## config.mk

```make
export PLATFORM = sky130hd
export DESIGN_NAME = reference_clock_output
export DESIGN_NICKNAME = d
export VERILOG_FILES = /design/src/pkg/ref_clock_pin_pkg.sv /design/src/reference_clock_output.sv /design/src/ref_clock_pin_sync.sv
export SDC_FILE = /design/constraint.sdc
export NUM_CORES = 1
export LEC_CHECK = 0
export BUFFER_PORTS_ARGS = -buffer_cell sky130_fd_sc_hd__buf_4
export CORE_MARGIN = 10
export CORE_UTILIZATION = 42
export CTS_CLUSTER_DIAMETER = 50
export DETAILED_ROUTE_END_ITERATION = 10
export GPL_ROUTABILITY_DRIVEN = 0
export PLACE_DENSITY = 0.64
export RECOVER_POWER = 50
export SLEW_MARGIN = 30
export SYNTH_ARGS = -nofsm -noshare
export SYNTH_HDL_FRONTEND = slang
export SYNTH_HIERARCHICAL = 1
export SYNTH_SLANG_ARGS = --single-unit
```

## constraint.sdc

```tcl
create_clock -name clk -period 11.35 [get_ports clk]
set_clock_uncertainty 0.05 [all_clocks]
set_input_delay 1.135 -clock clk [delete_from_list [all_inputs] [get_ports clk]]
set_output_delay 1.135 -clock clk [all_outputs]
set_load 0.01 [all_outputs]
```

## src/pkg/ref_clock_pin_pkg.sv

```systemverilog
/*
 * constants for the reference clock output block: control register layout,
 * reset value, divider geometry and the pin-select fabric sizing.
 * assumes a single 50 MHz clock domain and a plain strobe register port.
 */
`default_nettype none
package ref_clock_pin_pkg;
	localparam logic [3:0]  ctrl_addr       = 4'h0;  // control register
	localparam logic [3:0]  pin_map_addr    = 4'h1;  // target pin selector
	localparam logic [3:0]  status_addr     = 4'h2;  // live output state
	localparam int          en_bit          = 15;
	localparam int          slp_bit         = 13;
	localparam int          sel_bit         = 12;
	localparam int          div_lsb         = 8;
	localparam int          div_w           = 4;
	localparam logic [15:0] ctrl_wmask      = 16'hbf00;
	localparam logic [15:0] ctrl_reset      = 16'h0000;
	localparam int          cnt_w           = 15;
	localparam int          num_pins        = 4;
	localparam int          pin_idx_w       = 3;
	localparam logic [2:0]  pin_none        = 3'h7;  // unassigned
	localparam logic [num_pins-1:0] input_only_pins = 4'h8;
endpackage : ref_clock_pin_pkg
`default_nettype wire

```

## src/reference_clock_output.sv

```systemverilog
/*
 * reference clock output: source select, power-of-two divider and
 * pin-select routing onto a set of remappable pins.
 * assumes the crystal and sleep inputs are asynchronous levels, the
 * pin-side gpio and analog enables are on clk, and the output is
 * sampled as a level (it toggles no faster than clk/2).
 */
`default_nettype none
// Notes on behaviour
// - enable bit 15 drives the reference clock out; clear disables it.
// - divider code n divides source by two to the power n; code 0 divides the system clock by two.
// - bit 14 and bits 7..0 of the control register read zero.
// - reference output has no fixed pin, only a mapped one.
// - unassigned remappable function drives no pin.
// - active remapped function beats other digital functions on its pin.
// - enabled analog function beats the remapped function.
// - input-only pins never receive the remapped output.
module reference_clock_output
	import ref_clock_pin_pkg::*;
(
	// clocking
	input  wire logic                clk,
	input  wire logic                rst_n,
	input  wire logic                ce,
	// register port
	input  wire logic [3:0]          addr,
	input  wire logic [15:0]         wdata,
	input  wire logic                wr,
	input  wire logic                rd,
	output logic      [15:0]         rdata,
	// clock sources and power state
	input  wire logic                xtal_clk,
	input  wire logic                sleep,
	// per-pin competing functions
	input  wire logic [num_pins-1:0] gpio_out,
	input  wire logic [num_pins-1:0] gpio_oe,
	input  wire logic [num_pins-1:0] analog_en,
	// pins
	output logic      [num_pins-1:0] pin_out,
	output logic      [num_pins-1:0] pin_oe
);
	logic [15:0]          ctrl_q;
	logic [pin_idx_w-1:0] map_q;
	logic                 xtal_s, xtal_s_q, sleep_s;
	logic                 src_tick;
	logic [cnt_w-1:0]     cnt_q;
	logic                 ref_q;
	logic                 run;
	logic [div_w-1:0]     code;
	logic [cnt_w-1:0]     half;

	ref_clock_pin_sync u_xtal (.clk(clk), .rst_n(rst_n), .ce(ce),
		.d(xtal_clk), .q(xtal_s));
	ref_clock_pin_sync u_sleep (.clk(clk), .rst_n(rst_n), .ce(ce),
		.d(sleep), .q(sleep_s));

	assign code = ctrl_q[div_lsb +: div_w];
	// half period in source ticks minus one; code 0 has no half to count
	assign half = (code == 4'h0) ? '0 :
		cnt_w'((32'h1 << (code - 4'h1)) - 32'h1);
	// gate: enabled, and either awake or allowed to run in sleep
	assign run = ctrl_q[en_bit] && (!sleep_s || ctrl_q[slp_bit]);

	// control register; reserved bits never store (ctrl_wmask drops them on write)
	always_ff @(posedge clk or negedge rst_n) begin
		if (!rst_n) begin
			ctrl_q <= ctrl_reset;
			map_q  <= pin_none;
		end else if (ce && wr) begin
			if (addr == ctrl_addr)
				ctrl_q <= wdata & ctrl_wmask;
			if (addr == pin_map_addr)
				map_q <= wdata[pin_idx_w-1:0];
		end
	end

	// read data the cycle after the strobe; unmapped reads zero
	always_ff @(posedge clk or negedge rst_n) begin
		if (!rst_n) begin
			rdata <= 16'h0000;
		end else if (ce) begin
			if (!rd)
				rdata <= 16'h0000;
			else if (addr == ctrl_addr)
				rdata <= ctrl_q & ctrl_wmask;
			else if (addr == pin_map_addr)
				rdata <= {13'h0, map_q};
			else if (addr == status_addr)
				rdata <= {14'h0, run, ref_q};
			else
				rdata <= 16'h0000;
		end
	end

	// source ticks: crystal rising edges, or every system clock
	always_ff @(posedge clk or negedge rst_n) begin
		if (!rst_n)
			xtal_s_q <= 1'b0;
		else if (ce)
			xtal_s_q <= xtal_s;
	end
	assign src_tick = ctrl_q[sel_bit] ? (xtal_s && !xtal_s_q)
		: 1'b1;

	// divider: toggle every 2^(n-1) ticks; code 0 follows the crystal or toggles every system clock
	always_ff @(posedge clk or negedge rst_n) begin
		if (!rst_n) begin
			cnt_q <= '0;
			ref_q <= 1'b0;
		end else if (ce) begin
			if (!run) begin
				cnt_q <= '0;
				ref_q <= 1'b0;
			end else if (code == 4'h0) begin
				cnt_q <= '0;
				ref_q <= ctrl_q[sel_bit] ? xtal_s : ~ref_q;
			end else if (src_tick) begin
				if (cnt_q >= half) begin
					cnt_q <= '0;
					ref_q <= ~ref_q;
				end else begin
					cnt_q <= cnt_q + 1'b1;
				end
			end
		end
	end

	// pin-select priority: analog, then remapped output, then gpio
	always_ff @(posedge clk or negedge rst_n) begin
		if (!rst_n) begin
			pin_out <= '0;
			pin_oe  <= '0;
		end else if (ce) begin
			for (int i = 0; i < num_pins; i++) begin
				if (analog_en[i]) begin
					pin_out[i] <= 1'b0;
					pin_oe[i]  <= 1'b0;
				end else if (map_q == pin_idx_w'(i) && run
					&& !input_only_pins[i]) begin
					pin_out[i] <= ref_q;
					pin_oe[i]  <= 1'b1;
				end else begin
					pin_out[i] <= gpio_out[i];
					pin_oe[i]  <= gpio_oe[i];
				end
			end
		end
	end

	// checks
	off_when_idle_a: assert property (@(posedge clk) disable iff (!rst_n)
		ce && !run |=> !ref_q)
		else $error("reference toggles while disabled");
	sleep_stop_a: assert property (@(posedge clk) disable iff (!rst_n)
		ce && sleep_s && !ctrl_q[slp_bit] |=> !ref_q)
		else $error("reference runs in sleep");
	sys_div2_a: assert property (@(posedge clk) disable iff (!rst_n)
		ce && run && !ctrl_q[sel_bit] && code == 4'h0 && $past(run)
		&& $past(ce) |=> ref_q != $past(ref_q))
		else $error("undivided system clock not toggling");
	reserved_zero_a: assert property (@(posedge clk) disable iff (!rst_n)
		$past(rd) && $past(addr) == ctrl_addr && $past(ce)
		|-> (rdata & ~ctrl_wmask) == 16'h0000)
		else $error("reserved bits read nonzero");
	analog_wins_a: assert property (@(posedge clk) disable iff (!rst_n)
		ce && analog_en[0] |=> !pin_oe[0])
		else $error("analog pin driven");
	input_only_a: assert property (@(posedge clk) disable iff (!rst_n)
		ce && analog_en[3] == 1'b0 && gpio_oe[3] == 1'b0 |=> !pin_oe[3])
		else $error("input-only pin driven");
	unmapped_a: assert property (@(posedge clk) disable iff (!rst_n)
		ce && map_q == pin_none && gpio_oe == '0 |=> pin_oe == '0)
		else $error("unassigned function drives a pin");
	remap_wins_a: assert property (@(posedge clk) disable iff (!rst_n)
		ce && run && map_q == 3'h1 && !analog_en[1]
		|=> pin_oe[1] && pin_out[1] == $past(ref_q))
		else $error("remapped output lost its pin");
	div16_a: assert property (@(posedge clk) disable iff (!rst_n)
		ce && run && !ctrl_q[sel_bit] && code == 4'h4
		&& $rose(ref_q) |=> (ref_q || !run) [*7])
		else $error("divide by 16 high phase short");
	xtal_sel_a: assert property (@(posedge clk) disable iff (!rst_n)
		ce && run && ctrl_q[sel_bit] && code != 4'h0 && !src_tick
		|=> $stable(ref_q))
		else $error("crystal path toggled without a tick");
	run_cov_c: cover property (@(posedge clk) run && $rose(ref_q));
	xtal_cov_c: cover property (@(posedge clk) run && ctrl_q[sel_bit]);
	sleep_cov_c: cover property (@(posedge clk)
		run && sleep_s && ctrl_q[slp_bit]);
	pin_cov_c: cover property (@(posedge clk) |pin_oe && map_q != pin_none);
endmodule : reference_clock_output
`default_nettype wire

```

## src/ref_clock_pin_sync.sv

```systemverilog
/*
 * two flip-flop synchroniser for a single level from another domain.
 * assumes the input is a quasi-static level.
 */
`default_nettype none
module ref_clock_pin_sync (
	// clocking
	input  wire logic clk,
	input  wire logic rst_n,
	input  wire logic ce,
	// level
	input  wire logic d,
	output logic      q
);
	logic meta_q;

	// first stage feeds only the second stage
	always_ff @(posedge clk or negedge rst_n) begin
		if (!rst_n) begin
			meta_q <= 1'b0;
			q      <= 1'b0;
		end else if (ce) begin
			meta_q <= d;
			q      <= meta_q;
		end
	end
endmodule : ref_clock_pin_sync
`default_nettype wire

```

# --- After elaboration in Yosys (flattened, before gate mapping) ---
# Index checks and enable logic that the tools add are counted.
classes:
  n_eq_ne: 6
  shifts: 1
  div_mod_pow: 0
  bitwise_logic: 1
  multipliers: 0
  n_addsub: 3
  reduce_logical: 16
  muxes: 29
  order_cmp: 1
op_table:
  columns: ["op", "n"]
  rows:
  - ["$mux W15", 5]
  - ["$mux W16", 2]
  - ["$mux W1", 20]
  - ["$add A15 B1 Y15 const B", 1]
  - ["$ge A15 B15 Y1", 1]
  - ["$shl A1 B4 Y15 const A", 1]
  - ["$sub A15 B1 Y15 const B", 1]
  - ["$logic_not A4 Y1", 2]
  - ["$logic_and A1 B1 Y1", 6]
  - ["$reduce_and A2 Y1", 3]
  - ["$eq A4 B1 Y1 const B", 1]
  - ["$eq A4 B2 Y1 const B", 1]
  - ["$sub A4 B1 Y4 const B", 1]
  - ["$eq A3 B1 Y1 const B", 1]
  - ["$eq A3 B2 Y1 const B", 1]
  - ["$logic_not A3 Y1", 1]
  - ["$mux W3", 1]
  - ["$ne A3 B1 Y1 const B", 1]
  - ["$ne A3 B2 Y1 const B", 1]
  - ["$reduce_and A3 Y1", 1]
  - ["$logic_not A1 Y1", 2]
  - ["$mux W2", 1]
  - ["$logic_or A1 B1 Y1", 1]
  - ["$not A1 Y1", 1]
totals:
  memories: 0
  in_bits: 39
  mem_bits_ro: 0
  register_bits: 55
  latchBits: 0
  ram_bits: 0

# --- Depth between registers and ports, before layout ---
logic_depth:
  word_depth: 9
  mapped_depth: 15
  depth_no_buf: 14

# --- Hierarchy ---
# Netlist, hierarchy kept.
modules_own_cells:
  columns: ["mod", "seq_area_each_um2", "area_each_um2", "cells_per_inst", "n_inst"]
  rows:
  - ["reference_clock_output", 1129.8, 2926.6, 323, 1]
  - ["ref_clock_pin_sync", 50.0, 72.6, 4, 2]

# --- Least setup slack after synthesis ---
# No wires, ideal clock.
synth_timing:
  kind: "reg-to-reg"
  start: "register ctrl_q[9]"
  end: "register ref_q"
  t_arrival_ns: 3.412
  stages_incl_launch_ff: 14
  n_path_buf: 3
  required_time_ns: 11.175
  setup_slack_ns: 7.763
  setup_time_ns: 0.125
  cell_sequence: "dfrtp_1 > clkbuf_1 > clkbuf_1 > nand2_1 > ha_1 > clkbuf_1 > o31ai_1 > a21oi_1 > ha_1 > a21oi_1 > a21oi_1 > o31ai_1 > a21oi_2 > mux2_2"
synth_via:
  elab_chain_cells: 7
synth_rtl:
  columns: ["item", "line_no", "text"]
  rows:
  - ["start: declaration", "reference_clock_output.sv:42", "logic [15:0] ctrl_q;"]
  - ["start signal: assignment", "reference_clock_output.sv:67", "ctrl_q <= ctrl_reset;"]
  - ["start signal: assignment", "reference_clock_output.sv:71", "ctrl_q <= wdata & ctrl_wmask;"]
  - ["$sub A4 B1 Y4", "reference_clock_output.sv:60", "cnt_w'((32'h1 << (code - 4'h1)) - 32'h1);"]
  - ["$shl A1 B4 Y15", "reference_clock_output.sv:60", null]
  - ["$sub A15 B1 Y15", "reference_clock_output.sv:60", null]
  - ["$mux W15", "reference_clock_output.sv:59", "assign half = (code == 4'h0) ? '0 :"]
  - ["$ge A15 B15 Y1", "reference_clock_output.sv:118", "if (cnt_q >= half) begin"]
  - ["$ne A3 B1 Y1 (no source line)", null, null]
  - ["$reduce_and A3 Y1 (no source line)", null, null]
  - ["end signal: assignment", "reference_clock_output.sv:116", "ref_q <= ctrl_q[sel_bit] ? xtal_s : ~ref_q;"]
  - ["end signal: assignment", "reference_clock_output.sv:120", "ref_q <= ~ref_q;"]
  - ["end: declaration", "reference_clock_output.sv:47", "logic ref_q;"]
# Several ways; a longest one is shown, not always the timed one.
# A chain may end at the register's enable or synchronous reset.

# --- Worst setup path after layout ---
layout_timing:
  start: "register ctrl_q[8]"
  end: "register ref_q"
# Same word-level chain as after synthesis.

==> results by group <==
Pwr
  – Switching power: 0.000163 W
  – Switching share of power: 35.1%
  – Clk pwr share: 24.9%
  – VDD IR-drop max: 0.0000664 V
  – Pwr per Cell Area: 130 nW/um^2
  – Leak pwr: 1.58 nW
  – Logic gate share of total power: 28.5%
  – Sequential power share: between 40% and 50%
  – Internal: 0.000302 W

Detailed routing
  – Total vias in the final route: 2,536
  – TritonRoute pass-1 iters: 4
  – Routed WL: approximately 7200 microns
  – DRT iter0 DRCs: around 120
  – Vias per cell: 5.35
  – DRT antenna net count: 0
  – Drc violations: 0
  – Routed WL per cell: 15.1 microns

STA
  – Maximum clock frequency: 0.239 GHz
  – Hold Slack: 0.470 ns
  – Worst Max-Slew Pin Slew: 2.64 ns
  – Fin crit share: 36.8%
  – RSZ-0062 raised after global routing: no
  – Final setup TNS: 0 ns
  – Final hold violation count: 0
  – Slew HR: -75.8%
  – Max-slew violations: 90
  – Final setup vio count: 0
  – Min cycle time layout: 4.18 ns

Clocking
  – CTS Hold Buffers Added: 0
  – Clock root buffer: clkbuf_8
  – TritonCTS sink count: just under 50
  – Setup bufs post-CTS: 0
  – Num CTS Buffers: 5
  – Clock Path Buffers: 2
  – Clock transition at path regs: roughly 0.1 ns
  – Post-CTS Resized: 0
  – Clock Latency Late Sink: 0.31 ns
  – CTS tree: done
  – H-tree levels: 2

Logic synthesis
  – Async set or reset register ratio after synthesis: 100%
  – Main flop type after synthesis: dfrtp_1
  – Synth top area share: ~37%
  – Mean Syn Cell Area: 9.28 sq um
  – Sequential fraction of the synthesis area: 40.0%
  – Cell Area, Synth: about 3000 sq um
  – Top cell type by total area after synthesis: dfrtp_1
  – Top post-synthesis cells by area: dfrtp_1, mux2_2, ha_1, nand2_1, inv_1
  – Synth Instances: around 330
  – Most numerous cell in the Yosys netlist: dfrtp_1
  – YS warnings: 6
  – List of most frequent post-synthesis cells: dfrtp_1, nand2_1, inv_1, nor2_1, mux2_2
  – Post-synth EDFFs: 0
  – Synth Register Bits: 49
  – Synth unique cells: 57

Setup path
  – CP top delay family: simple AND/OR/NAND/NOR gates
  – Slowest CP cell: dfrtp_1
  – Slowest cell delay on critical path: 0.68 ns
  – CP max FO: 16
  – Most frequent CP cell: nor2_1
  – Crit Path Class: flip-flop to flip-flop
  – Crit path DAT: 4.33 ns
  – Startpoint types: flip-flop
  – Setup crit end kind: flip-flop
  – Crit-path cells: inv_1 > nor2_1 > nand2_1 > ha_1 > nor2_1 > a22oi_1 > nor2_1 > a21oi_1 > ha_1 > nand4_1 > nor4_1 > a2111oi_4 > a21oi_2 > mux2_2
  – Req. time, crit path: 11.50 ns
  – CP Buf/Inv Count: 1

Layout
  – Area growth from synthesis to final layout: 16.5%
  – Fin nets: 430
  – Fin cells: approximately 470
  – Share of post-route cells with drive strength above 1: 23.2%
  – Antenna Cells: 0

Global route
  – Total grt overflow: 0
  – Met1 GRT Util: about 17%
  – Initial antenna violation count: 0
  – Largest net degree at the start of global routing: 50
  – Met3 global-route usage: between 5 and 6%
  – Total Routing Usage GR: 13.1%
  – Vias in the first global route: 2,521
  – Met2 Use GR: 20.1%
  – First-pass GRT wire length: 12,400 microns
  – GRT Max-Usage Layer: met2

Die
  – I/O pins: 63
  – Die area: 11,100 sq um
  – Die X: 106 microns
  – Die Y: around 110 microns
  – Row count: 31
  – Initial Util: between 40% and 50%
  – Core ar.: 7180 sq um

Status
  – Status: finished, violations left
  – Failing checks: max-capacitance violations, max-slew violations

Placement
  – Placed Cells: 466
  – Port bufs: 50
  – HPWL Detailed: around 5300 microns

Job
  – Max-cap viol count: 2

Worst hold path
  – Hold Crit Class: flip-flop to flip-flop
## metrics by stage
step / utilization [%] / setup slack (ns) / area [sq um] / power [W]
floorplan: - / 7.76 / 3090 / 0.000313
global placement: 48.6 / 7.30 / 3490 / 0.000348
detailed placement: 48.6 / 7.21 / 3490 / 0.000352
CTS: 50.0 / 7.20 / 3590 / 0.000468
global route: 49.9 / 6.87 / 3580 / 0.000499
finish: 49.9 / 7.17 / 3580 / 0.000465
## flip-flops by register name, indices dropped and copies added, names as in the netlist
register and count:
cnt_q 15, ctrl_q 7, map_q 3, pin_oe 4, pin_out 4, rdata 10
ref_q 1, u_sleep/meta_q 1, u_sleep/q 1, u_xtal/meta_q 1, u_xtal/q 1, xtal_s_q 1
## worst paths after layout
path | startpoint | end | slack (ns) | depth (start not counted)
hold / removal | pin_out[2]$_DFFE_PN0P_ | pin_out[2]$_DFFE_PN0P_ | 0.47 | 1
setup / recovery | ctrl_q[8]$_DFFE_PN0P_ | ref_q$_DFFE_PN0P_ | 7.17 | 14
hold reg to reg | pin_out[2]$_DFFE_PN0P_ | pin_out[2]$_DFFE_PN0P_ | 0.47 | 1
setup reg to reg | ctrl_q[8]$_DFFE_PN0P_ | ref_q$_DFFE_PN0P_ | 7.17 | 14
min in group asynchronous | rst_n | cnt_q[1]$_DFFE_PN0P_ | 1.59 | 1
max in group asynchronous | rst_n | ctrl_q[10]$_DFFE_PN0P_ | 8.17 | 1
## cell type report
| cell class | instances | area (sq um) |
|---|---|---|
| Tap cell | 99 | 124 |
| Fill cell | 691 | 3600 |
| Sequential cell | 49 | 1230 |
| Inverter | 27 | 101 |
| Clock inverter | 2 | 17.5 |
| Clock buffer | 6 | 82.6 |
| Multi-Input combinational cell | 240 | 1650 |
| Timing Repair Buffer | 51 | 375 |
## power groups by stage
stage | sequential [W] | combinational, W | clock (W)
floorplan | 0.000204 | 0.000109 | 0
global placement | 0.000219 | 0.000129 | 0
detailed placement | 0.000220 | 0.000133 | 0
CTS | 0.000216 | 0.000134 | 0.000118
global route | 0.000221 | 0.000151 | 0.000127
finish | 0.000217 | 0.000132 | 0.000116
## cells in the final DEF, fill, tap and decap left out, types with 4 or more instances in the layout
cell / Yosys / final
buf_4: 7 / 49
dfrtp_1: 46 / 46
nand2_1: 31 / 31
inv_1: 27 / 27
nor2_1: 25 / 25
mux2_2: 19 / 19
o21ai_0: 17 / 17
ha_1: 17 / 17
a21oi_1: 12 / 12
o22ai_1: 10 / 10
nand3_1: 9 / 9
xor2_1: 7 / 7
nand4_1: 6 / 6
a31oi_1: 6 / 6
o2111ai_1: 6 / 6
conb_1: 1 / 6
clkbuf_8: 0 / 6
nor3_1: 5 / 5
and2_1: 4 / 4
o31ai_1: 4 / 4
nor2b_1: 4 / 4
## logic make-up (layout without fill, tap and decap cells)
kind of cell / count (synthesis) / count (layout) / synth area share [%]
AND/OR/NAND/NOR: 110 / 110 / 18.6
buffers and inverters: 47 / 86 / 6.88
other: 1 / 6 / 0.122
flip-flops: 49 / 49 / 40.0
AO/OA/AOI/OAI: 77 / 77 / 17.2
multiplexers: 22 / 22 / 7.94
adder cells (fa/ha/maj): 17 / 17 / 6.92
XOR/XNOR: 8 / 8 / 2.28
## worst register-to-register path: cells and delay by family (launching register included)
kind / cells / cell delay [ns]
fa+ha+maj: 2 / 0.70
buf+inv: 1 / 0.17
compound gates: 4 / 0.77
flops: 1 / 0.68
simple gates: 6 / 1.32
mux: 1 / 0.40
## per-layer routing
layer / routed length, microns / part of all wire [%]
met1: 3270 / 46
met2: 3350 / 47
met3: 495 / 6.9
met4: 63 / 0.88
met5: 0 / 0
Note: power is estimated with default switching activity, not from simulation.
